--- src/rmss_defs.vh ---
// rmss_defs.vh: constants for the ramp-monitored stop block
// assumes a 100 MHz block clock; included by bare name
`ifndef RMSS_DEFS_VH
`define RMSS_DEFS_VH

// register offsets (byte addresses, word aligned)
`define RMSS_REG_CTRL        8'h00
`define RMSS_REG_STOP_TO     8'h04
`define RMSS_REG_DWELL       8'h08
`define RMSS_REG_ZWIN        8'h0C
`define RMSS_REG_DLIM        8'h10
`define RMSS_REG_DDLY        8'h14
`define RMSS_REG_FBREQ       8'h18
`define RMSS_REG_STATUS      8'h1C
`define RMSS_REG_IRQ_STAT    8'h20
`define RMSS_REG_IRQ_MASK    8'h24
`define RMSS_REG_OUTMAP      8'h28

// ctrl field positions
`define RMSS_CTRL_FB_EN      0
`define RMSS_CTRL_DUAL       1
`define RMSS_CTRL_USE_LSB    2
`define RMSS_CTRL_MON_LSB    5
`define RMSS_CTRL_FR_SEL     8

// reset values
`define RMSS_CTRL_RST        32'h0000_0104
`define RMSS_STOP_TO_MS      16'h0002
`define RMSS_DWELL_MS        16'h0001
`define RMSS_ZWIN_RST        16'h0001
`define RMSS_DLIM_RST        16'h0000
`define RMSS_DDLY_MS         16'h0001

// timing
`define RMSS_CLK_HZ          100000000
`define RMSS_MS_CYC          (`RMSS_CLK_HZ / 1000)
`define RMSS_DISC_MS         100

// irq bits
`define RMSS_IRQ_IOFAIL      0
`define RMSS_IRQ_TO_LSB      1
`define RMSS_IRQ_DV_LSB      4

`endif

--- src/rmss_top.v ---
// rmss_top.v: three controlled-stop monitors for one axis with a register port
// assumes synchronous inputs on mclk and a one-cycle-read register master
`include "rmss_defs.vh"

// Overview of operation
// - dual-input mismatch over 100 ms trips instance 1
// - discrepancy failure raises warning output
// - fault reactions can trigger instance 1
// - active status reaches safe_out only when mapped
// - active monitor supervises deceleration until torque off
// - velocity in zero window for dwell: early torque_off
// - stop timeout forces torque off, default 2 ms
// - deceleration beyond limit is a violation
// - deceleration check starts after monitor delay
// - three independent instances per axis
// - request sources: fieldbus, fault, inputs, discrepancy
// - each instance shows active and torque_off flags
// - ramp monitoring only when enabled, else timed
// - unused instance 2 or 3 ignores fieldbus bit
// - activation runs to torque off regardless
// - default: instance 1 ready, 2 and 3 unused
// - dwell default 1 ms, window default 1
module rmss_top #(
    parameter NINST = 3,
    parameter VW = 16,
    parameter MS_CYC = `RMSS_MS_CYC,
    parameter DISC_MS = `RMSS_DISC_MS
) (
    // clock and reset
    input wire mclk,
    input wire arst_n,
    // register port
    input wire [7:0] reg_addr,
    input wire [31:0] reg_wdata,
    input wire reg_wr,
    input wire reg_rd,
    output reg [31:0] reg_rdata,
    // axis and request inputs
    input wire signed [VW-1:0] safe_velocity,
    input wire [NINST-1:0] safe_input_req,
    input wire [1:0] dual_input,
    input wire fault_reaction,
    // status outputs
    output reg [NINST-1:0] stop_active_status,
    output reg [NINST-1:0] torque_off,
    output reg [NINST-1:0] safe_out,
    output reg io_fail_warn,
    output reg irq
);
    reg rst_s1_r;
    reg rst_n_r;
    always @(posedge mclk or negedge arst_n) begin
        if (!arst_n) begin
            rst_s1_r <= 1'b0;
            rst_n_r <= 1'b0;
        end else begin
            rst_s1_r <= 1'b1;
            rst_n_r <= rst_s1_r;
        end
    end

    reg [31:0] ctrl_r;
    reg [15:0] stop_to_r;
    reg [15:0] dwell_r;
    reg [15:0] zwin_r;
    reg [15:0] dlim_r;
    reg [15:0] ddly_r;
    reg [NINST-1:0] fbreq_r;
    reg [6:0] irq_stat_r;
    reg [6:0] irq_mask_r;
    reg [NINST-1:0] outmap_r;

    // millisecond tick shared by all timers
    reg [31:0] ms_cnt_r;
    reg ms_tick_r;
    always @(posedge mclk or negedge rst_n_r) begin
        if (!rst_n_r) begin
            ms_cnt_r <= 32'h0000_0000;
            ms_tick_r <= 1'b0;
        end else if (ms_cnt_r == MS_CYC - 1) begin
            ms_cnt_r <= 32'h0000_0000;
            ms_tick_r <= 1'b1;
        end else begin
            ms_cnt_r <= ms_cnt_r + 32'h0000_0001;
            ms_tick_r <= 1'b0;
        end
    end

    // discrepancy supervisor on the dual input pair
    reg [15:0] disc_ms_r;
    reg io_fail_r;
    wire disc = dual_input[0] ^ dual_input[1];
    always @(posedge mclk or negedge rst_n_r) begin
        if (!rst_n_r) begin
            disc_ms_r <= 16'h0000;
            io_fail_r <= 1'b0;
        end else if (!ctrl_r[`RMSS_CTRL_DUAL] || !disc) begin
            disc_ms_r <= 16'h0000;
            io_fail_r <= 1'b0;
        end else if (ms_tick_r) begin
            if (disc_ms_r > DISC_MS[15:0]) begin
                io_fail_r <= 1'b1;
            end else begin
                disc_ms_r <= disc_ms_r + 16'h0001;
            end
        end
    end

    // previous failure level: the interrupt event is the rise only, so a
    // write-one-to-clear sticks while the pair still disagrees
    reg io_fail_d_r;
    always @(posedge mclk or negedge rst_n_r) begin
        if (!rst_n_r) begin
            io_fail_d_r <= 1'b0;
        end else begin
            io_fail_d_r <= io_fail_r;
        end
    end

    // per-instance request and state
    wire [NINST-1:0] req;
    wire [NINST-1:0] done_to;
    wire [NINST-1:0] done_dv;
    reg [NINST-1:0] act_r;
    reg [NINST-1:0] to_r;
    wire [NINST-1:0] used = ctrl_r[`RMSS_CTRL_USE_LSB +: NINST];

    genvar gi;
    generate
        for (gi = 0; gi < NINST; gi = gi + 1) begin : g_inst
            wire fb = fbreq_r[gi] & ctrl_r[`RMSS_CTRL_FB_EN];
            wire extra;
            if (gi == 0) begin : g_first
                assign extra = (fault_reaction & ctrl_r[`RMSS_CTRL_FR_SEL]) | io_fail_r;
            end else begin : g_other
                assign extra = 1'b0;
            end
            assign req[gi] = used[gi] & (fb | safe_input_req[gi] | extra);

            reg [15:0] t_r;
            reg [15:0] z_r;
            reg signed [VW-1:0] vprev_r;
            wire mon = ctrl_r[`RMSS_CTRL_MON_LSB + gi];
            // one extra bit so the magnitude of the most negative value fits
            wire signed [VW:0] vext = {safe_velocity[VW-1], safe_velocity};
            wire signed [VW:0] vmag = vext[VW] ? -vext : vext;
            wire in_zero = vmag <= $signed({1'b0, zwin_r});
            wire signed [VW:0] dv = {vprev_r[VW-1], vprev_r} - vext;
            wire signed [VW:0] dmag = dv[VW] ? -dv : dv;
            wire decel_bad = mon && (t_r >= ddly_r)
                && (dmag > $signed({1'b0, dlim_r}));
            wire dwell_ok = mon && in_zero && (z_r >= dwell_r);
            wire tout = t_r >= stop_to_r;
            assign done_to[gi] = act_r[gi] && !to_r[gi] && tout;
            assign done_dv[gi] = act_r[gi] && !to_r[gi] && decel_bad;

            always @(posedge mclk or negedge rst_n_r) begin
                if (!rst_n_r) begin
                    act_r[gi] <= 1'b0;
                    to_r[gi] <= 1'b0;
                    t_r <= 16'h0000;
                    z_r <= 16'h0000;
                    vprev_r <= {VW{1'b0}};
                end else begin
                    vprev_r <= safe_velocity;
                    if (!act_r[gi]) begin
                        if (req[gi]) begin
                            act_r[gi] <= 1'b1;
                            to_r[gi] <= 1'b0;
                            t_r <= 16'h0000;
                            z_r <= 16'h0000;
                        end
                    end else if (!to_r[gi]) begin
                        if (tout || dwell_ok || decel_bad) begin
                            to_r[gi] <= 1'b1;
                        end else if (ms_tick_r) begin
                            t_r <= t_r + 16'h0001;
                            z_r <= in_zero ? z_r + 16'h0001 : 16'h0000;
                        end else if (!in_zero) begin
                            z_r <= 16'h0000;
                        end
                    end else if (!req[gi]) begin
                        // stays in torque off while requested, rearms after
                        act_r[gi] <= 1'b0;
                        to_r[gi] <= 1'b0;
                    end
                end
            end
        end
    endgenerate

    // register port and interrupts
    wire [6:0] ev = {done_dv, done_to, io_fail_r & ~io_fail_d_r};
    always @(posedge mclk or negedge rst_n_r) begin
        if (!rst_n_r) begin
            ctrl_r <= `RMSS_CTRL_RST;
            stop_to_r <= `RMSS_STOP_TO_MS;
            dwell_r <= `RMSS_DWELL_MS;
            zwin_r <= `RMSS_ZWIN_RST;
            dlim_r <= `RMSS_DLIM_RST;
            ddly_r <= `RMSS_DDLY_MS;
            fbreq_r <= {NINST{1'b0}};
            irq_stat_r <= 7'h00;
            irq_mask_r <= 7'h00;
            outmap_r <= {NINST{1'b0}};
            reg_rdata <= 32'h0000_0000;
        end else begin
            if (reg_wr) begin
                case (reg_addr)
                    `RMSS_REG_CTRL: ctrl_r <= reg_wdata;
                    `RMSS_REG_STOP_TO: stop_to_r <= reg_wdata[15:0];
                    `RMSS_REG_DWELL: dwell_r <= reg_wdata[15:0];
                    `RMSS_REG_ZWIN: zwin_r <= reg_wdata[15:0];
                    `RMSS_REG_DLIM: dlim_r <= reg_wdata[15:0];
                    `RMSS_REG_DDLY: ddly_r <= reg_wdata[15:0];
                    `RMSS_REG_FBREQ: fbreq_r <= reg_wdata[NINST-1:0];
                    `RMSS_REG_IRQ_MASK: irq_mask_r <= reg_wdata[6:0];
                    `RMSS_REG_OUTMAP: outmap_r <= reg_wdata[NINST-1:0];
                    default: ;
                endcase
            end
            // set wins over write-one-to-clear
            if (reg_wr && reg_addr == `RMSS_REG_IRQ_STAT) begin
                irq_stat_r <= (irq_stat_r & ~reg_wdata[6:0]) | ev;
            end else begin
                irq_stat_r <= irq_stat_r | ev;
            end
            if (reg_rd) begin
                case (reg_addr)
                    `RMSS_REG_CTRL: reg_rdata <= ctrl_r;
                    `RMSS_REG_STOP_TO: reg_rdata <= {16'h0000, stop_to_r};
                    `RMSS_REG_DWELL: reg_rdata <= {16'h0000, dwell_r};
                    `RMSS_REG_ZWIN: reg_rdata <= {16'h0000, zwin_r};
                    `RMSS_REG_DLIM: reg_rdata <= {16'h0000, dlim_r};
                    `RMSS_REG_DDLY: reg_rdata <= {16'h0000, ddly_r};
                    `RMSS_REG_FBREQ: reg_rdata <= {{(32-NINST){1'b0}}, fbreq_r};
                    `RMSS_REG_STATUS: reg_rdata <= {24'h000000, io_fail_r,
                        1'b0, to_r, act_r};
                    `RMSS_REG_IRQ_STAT: reg_rdata <= {25'h0000000, irq_stat_r};
                    `RMSS_REG_IRQ_MASK: reg_rdata <= {25'h0000000, irq_mask_r};
                    `RMSS_REG_OUTMAP: reg_rdata <= {{(32-NINST){1'b0}}, outmap_r};
                    default: reg_rdata <= 32'h0000_0000;
                endcase
            end else begin
                reg_rdata <= 32'h0000_0000;
            end
        end
    end

    // registered outputs
    always @(posedge mclk or negedge rst_n_r) begin
        if (!rst_n_r) begin
            stop_active_status <= {NINST{1'b0}};
            torque_off <= {NINST{1'b0}};
            safe_out <= {NINST{1'b0}};
            io_fail_warn <= 1'b0;
            irq <= 1'b0;
        end else begin
            stop_active_status <= act_r;
            torque_off <= to_r;
            safe_out <= act_r & outmap_r;
            io_fail_warn <= io_fail_r;
            irq <= |(irq_stat_r & irq_mask_r);
        end
    end
endmodule

--- config.mk ---
export PLATFORM = sky130hd
export DESIGN_NAME = rmss_top
export DESIGN_NICKNAME = d
export VERILOG_FILES = /design/src/rmss_top.v
export VERILOG_INCLUDE_DIRS = /design/src /design/src/src
export SDC_FILE = /design/constraint.sdc
export NUM_CORES = 1
export LEC_CHECK = 0
export BUFFER_PORTS_ARGS = -buffer_cell sky130_fd_sc_hd__buf_2
export CAP_MARGIN = 0
export CORE_MARGIN = 3
export CORE_UTILIZATION = 40
export CTS_BUF_LIST = sky130_fd_sc_hd__clkbuf_16
export DETAILED_ROUTE_END_ITERATION = 10
export SLEW_MARGIN = 0
export SYNTH_ARGS = -nofsm -noshare
export SYNTH_HDL_FRONTEND = slang
export SYNTH_SLANG_ARGS = --single-unit
--- constraint.sdc ---
create_clock -name mclk -period 9.7 [get_ports mclk]
set_input_delay 0.485 -clock mclk [delete_from_list [all_inputs] [get_ports mclk]]
set_output_delay 0.485 -clock mclk [all_outputs]
set_load 0.01 [all_outputs]
==> impl_metrics.sql <==
INSERT INTO impl_metrics (metric_group, metric, value, unit) VALUES
('logic_synthesis', 'synth_fa_ha_area_share', '12.2', '%'),
('clock_tree', 'clkSlewWorstSetupHoldPaths', '0.06', 'ns'),
('drt', 'postRouteAntennaNets', '0', ''),
('logic_synthesis', 'synthesis.area', '21000', 'sq um'),
('logic_synthesis', 'synth-compound-area-share', '17.4', '%'),
('power_and_ir_drop', 'static-leakage-power', '11.2', 'nW'),
('clock_tree', 'tritoncts', 'done', ''),
('logic_synthesis', 'yosysUniqueCellTypes', '88', ''),
('logic_synthesis', 'netlist.top_cell.by_area', 'sky130_fd_sc_hd__dfrtp_1', ''),
('layout', 'finish.instance_area', '23600', 'sq um'),
('timing', 'finalWorstPathRequiredPeriod', '6.00', 'ns'),
('floorplanning', 'die-height', '235', 'microns'),
('global_route', 'track_usage', '22.6', '%'),
('worst_setup_path', 'maximum_fanout_count_along_the_critical_path', '33', ''),
('timing', 'timing.final.hold_violations', '0', ''),
('power_and_ir_drop', 'power.density_cell_area', '160', 'nW/um^2'),
('job', 'max_cap_viol_count', '0', ''),
('placement', 'place_area', '22300', 'sq um'),
('timing', 'timing_max_transition_violations_final', '0', ''),
('worst_setup_path', 'crit-reg2reg-capture', 'g_inst[2].t_r[8]$_DFFE_PN0P_', ''),
('clock_tree', 'cts_buffer_depth', '3', ''),
('min_path', 'worst_hold_stages', '1', ''),
('timing', 'transition_at_the_pin_with_the_smallest_max_transition_slack', '1.35', 'ns'),
('floorplanning', 'std_cell_rows', '83', ''),
('min_path', 'hold_path.startpoint', 'safe_velocity[12]', ''),
('logic_synthesis', 'postSynthRegisterBits', '345', ''),
('global_route', 'grt_antenna_before_repair', '2', ''),
('worst_setup_path', 'cp-start-kind', 'input pin', ''),
('drt', 'post_dr_vias_cell', '5.85', ''),
('run_status', 'status', 'finished, final reports clean', ''),
('floorplanning', 'io-pin-count', '109', ''),
('logic_synthesis', 'synthArstFlopShare', '100', '%'),
('power_and_ir_drop', 'max-vdd-ir-drop', '0.178', 'mV'),
('clock_tree', 'clockRootBuffer', 'sky130_fd_sc_hd__clkbuf_16', ''),
('logic_synthesis', 'yosysTopAreaCellShare', '40.3', '%'),
('timing', 'tns', '0', 'ns'),
('logic_synthesis', 'combinational_family_with_the_most_area_after_synthesis', 'compound AO/OA/AOI/OAI gates', ''),
('worst_setup_path', 'worst_setup_path_startpoint', 'safe_velocity[13]', ''),
('global_route', 'grt_overflow', '0', ''),
('worst_setup_path', 'setup.worst_path.end_class', 'flip-flop', ''),
('floorplanning', 'die_area', '55400', 'sq um'),
('layout', 'drive_above_1_share', '14.5', '%'),
('logic_synthesis', 'synth_edf_count', '0', ''),
('logic_synthesis', 'gate_count_post_synth', '2130', ''),
('placement', 'place_congestion', '0.898', ''),
('drt', 'drt_pass1_iterations', '8', ''),
('logic_synthesis', 'synth_warnings', '0', ''),
('timing', 'maxClockFrequency', '0.167', 'GHz'),
('timing', 'layout_worst_path_cycle_share', '61.8', '%'),
('global_route', 'pin_count_of_the_biggest_net_entering_global_routing', '173', ''),
('timing', 'setup_viol', '0', ''),
('worst_setup_path', 'critPathKind', 'input pin to flip-flop', ''),
('clock_tree', 'cts_made_buffers', '40', ''),
('logic_synthesis', 'synth_ff_type', 'sky130_fd_sc_hd__dfrtp_1', ''),
('layout', 'area.growth.synth_to_final', '12.2', '%'),
('logic_synthesis', 'synth.top_cells.by_area', 'sky130_fd_sc_hd__dfrtp_1, sky130_fd_sc_hd__ha_1, sky130_fd_sc_hd__mux2_2', ''),
('global_route', 'grt_pass1_wl', '99600', 'microns'),
('floorplanning', 'floorplan.initialDensity', '40.7', '%'),
('drt', 'detailedRoute.firstIterationViolations', '1476', ''),
('worst_setup_path', 'path_depth_of_the_worst_reg2reg_path', '21', ''),
('logic_synthesis', 'share_of_synthesized_cell_area_in_and_or_nand_and_nor_gates', '15.8', '%'),
('placement', 'place.port_buffers', '108', ''),
('drt', 'post-route-drc-count', '0', ''),
('logic_synthesis', 'synth_xor_area_share', '3.29', '%'),
('timing', 'timing.slew.headroom', '9.03', '%'),
('timing', 'timing.clock.skew', '0.0318', 'ns'),
('global_route', 'via_count_of_the_first_global_routing_pass', '17000', ''),
('clock_tree', 'clock-sinks', '345', ''),
('logic_synthesis', 'synth_nets', '2400', ''),
('worst_setup_path', 'worst_ep_required', '10.15', 'ns'),
('worst_setup_path', 'worst-endpoint-arrival', '6.45', 'ns');
## cell families (layout without fill, tap and decap cells)
| group | count (synthesis) | in the layout |
|---|---|---|
| AND/OR/NAND/NOR | 642 | 642 |
| AO/OA/AOI/OAI | 528 | 528 |
| flip-flops | 345 | 345 |
| buffers and inverters | 213 | 340 |
| adder cells (fa/ha/maj) | 204 | 204 |
| multiplexers | 118 | 118 |
| XOR/XNOR | 79 | 79 |
| other | 1 | 2 |
## cell usage after synthesis (30+ instances only)
library cell	instances
sky130_fd_sc_hd__a21o_1	67
sky130_fd_sc_hd__a21oi_1	83
sky130_fd_sc_hd__a31oi_1	42
sky130_fd_sc_hd__and2_1	33
sky130_fd_sc_hd__and3_1	59
sky130_fd_sc_hd__clkbuf_1	58
sky130_fd_sc_hd__dfrtp_1	339
sky130_fd_sc_hd__ha_1	203
sky130_fd_sc_hd__inv_1	141
sky130_fd_sc_hd__mux2_2	114
sky130_fd_sc_hd__nand2_1	131
sky130_fd_sc_hd__nand2b_1	33
sky130_fd_sc_hd__nand3_1	68
sky130_fd_sc_hd__nand4_1	54
sky130_fd_sc_hd__nor2_1	143
sky130_fd_sc_hd__o211ai_1	30
sky130_fd_sc_hd__o21ai_0	98
sky130_fd_sc_hd__xnor2_1	53
## registers in the layout, indices dropped and copies added (netlist names), 3 cells and up
signal,count
stop_active_status,3
act_r,3
dlim_r,16
disc_ms_r,16
irq_stat_r,7
safe_out,3
dwell_r,16
reg_rdata,32
g_inst.vprev_r,16
outmap_r,3
zwin_r,16
irq_mask_r,7
fbreq_r,3
ctrl_r,32
ddly_r,16
to_r,3
ms_cnt_r,32
stop_to_r,16
g_inst.z_r,48
g_inst.t_r,48
torque_off,3
## through the flow
step | instances | hold slack [ns] | total power, mW | util (%) | setup WS, ns
finish | 2938 | 0.0602 | 3.78 | 45.6 | 3.70
global route | 2938 | 0.0423 | 3.97 | 45.6 | 3.12
CTS | 2937 | 0.0346 | 3.81 | 45.6 | 3.81
detailed placement | 2862 | 0.273 | 2.27 | 43.1 | 3.54
global placement | 2862 | 0.269 | 2.25 | 43.1 | 3.64
floorplan | 2130 | 0.189 | 2.04 | - | 4.07
## worst max path at each step
stage                                               end  slack, ns
after floorplan                      act_r[0]$_DFF_PN0_       4.07
after global placement     g_inst[2].t_r[6]$_DFFE_PN0P_       3.64
after detailed placement  g_inst[2].t_r[13]$_DFFE_PN0P_       3.54
after CTS                  g_inst[2].t_r[6]$_DFFE_PN0P_       3.81
after global routing       g_inst[2].t_r[2]$_DFFE_PN0P_       3.12
final                      g_inst[2].t_r[6]$_DFFE_PN0P_       3.70
## timing repair
action	in CTS	in global routing
setup buffers	0	0
hold buffers	2	0
resized for setup	0	0
hold endpoints to repair	3	0
## final cells by class
| type | count | area, sq um | area share [%] |
|---|---|---|---|
| Multi-Input combinational cell | 1572 | 11600 | 49.1 |
| Tap cell | 680 | 851 | 3.61 |
| Inverter | 141 | 529 | 2.24 |
| Timing Repair Buffer | 126 | 693 | 2.94 |
| Clock buffer | 40 | 1000 | 4.24 |
| Sequential cell | 345 | 8640 | 36.6 |
| Antenna cell | 1 | 2.50 | 0.0106 |
| Clock inverter | 33 | 302 | 1.28 |
## per-layer routing
layer | global-route usage, % | wire [microns] | part of all wire [%] | vias to the layer above
met5 | 0 | 0 | 0 | -
li1 | - | - | - | 8019
met4 | 7.39 | 2090 | 3.3 | 0
met3 | 3.96 | 4200 | 6.6 | 130
met2 | 35.2 | 28500 | 45 | 526
met1 | 31.9 | 28500 | 45 | 8526
## power breakdown
part	switching [mW]	internal, mW	total, mW	leakage, nW
clock	0.655	0.867	1.52	0.658
sequential	0.104	1.51	1.61	4.60
combinational	0.390	0.256	0.645	5.95
total	1.15	2.63	3.78	11.2
## layout by cell type (no fill, tap or decap), types with 11 or more instances in the layout
cell type / Yosys / routed
sky130_fd_sc_hd__a211o_1: 13 / 13
sky130_fd_sc_hd__a21o_1: 67 / 67
sky130_fd_sc_hd__a21oi_1: 83 / 83
sky130_fd_sc_hd__a221oi_1: 11 / 11
sky130_fd_sc_hd__a222oi_1: 16 / 16
sky130_fd_sc_hd__a22o_1: 15 / 15
sky130_fd_sc_hd__a22oi_1: 19 / 19
sky130_fd_sc_hd__a31oi_1: 42 / 42
sky130_fd_sc_hd__and2_1: 33 / 33
sky130_fd_sc_hd__and3_1: 59 / 59
sky130_fd_sc_hd__buf_2: 10 / 108
sky130_fd_sc_hd__buf_4: 1 / 15
sky130_fd_sc_hd__clkbuf_16: 0 / 40
sky130_fd_sc_hd__clkinv_1: 0 / 14
sky130_fd_sc_hd__dfrtp_1: 339 / 338
sky130_fd_sc_hd__ha_1: 203 / 203
sky130_fd_sc_hd__inv_1: 141 / 147
sky130_fd_sc_hd__mux2_2: 114 / 114
sky130_fd_sc_hd__nand2_1: 131 / 131
sky130_fd_sc_hd__nand2b_1: 33 / 33
sky130_fd_sc_hd__nand3_1: 68 / 68
sky130_fd_sc_hd__nand3b_1: 19 / 19
sky130_fd_sc_hd__nand4_1: 54 / 54
sky130_fd_sc_hd__nor2_1: 143 / 143
sky130_fd_sc_hd__nor2b_1: 22 / 22
sky130_fd_sc_hd__nor3_1: 26 / 25
sky130_fd_sc_hd__nor4_1: 12 / 12
sky130_fd_sc_hd__o211ai_1: 30 / 30
sky130_fd_sc_hd__o21ai_0: 98 / 98
sky130_fd_sc_hd__o21ai_1: 19 / 19
sky130_fd_sc_hd__o31ai_1: 13 / 13
sky130_fd_sc_hd__xnor2_1: 53 / 53
sky130_fd_sc_hd__xor2_1: 26 / 26
## worst max-delay path: stages
cell	delay, ns
sky130_fd_sc_hd__dlygate4sd3_1	0.53
sky130_fd_sc_hd__buf_2	0.14
sky130_fd_sc_hd__inv_1	0.06
sky130_fd_sc_hd__ha_1	0.38
sky130_fd_sc_hd__a21o_1	0.24
sky130_fd_sc_hd__a2111oi_0	0.69
sky130_fd_sc_hd__o32ai_2	0.42
sky130_fd_sc_hd__nor2b_1	0.23
sky130_fd_sc_hd__xor2_1	0.19
sky130_fd_sc_hd__ha_1	0.27
sky130_fd_sc_hd__nand3_1	0.12
sky130_fd_sc_hd__o22ai_1	0.09
sky130_fd_sc_hd__o21ai_0	0.15
sky130_fd_sc_hd__a21oi_1	0.10
sky130_fd_sc_hd__o31a_1	0.27
sky130_fd_sc_hd__o21ai_0	0.32
sky130_fd_sc_hd__a31oi_1	0.20
sky130_fd_sc_hd__a2111o_1	0.80
sky130_fd_sc_hd__o311a_1	0.48
sky130_fd_sc_hd__a211o_1	0.26
No activity file was read; power rests on OpenSTA's default activity.
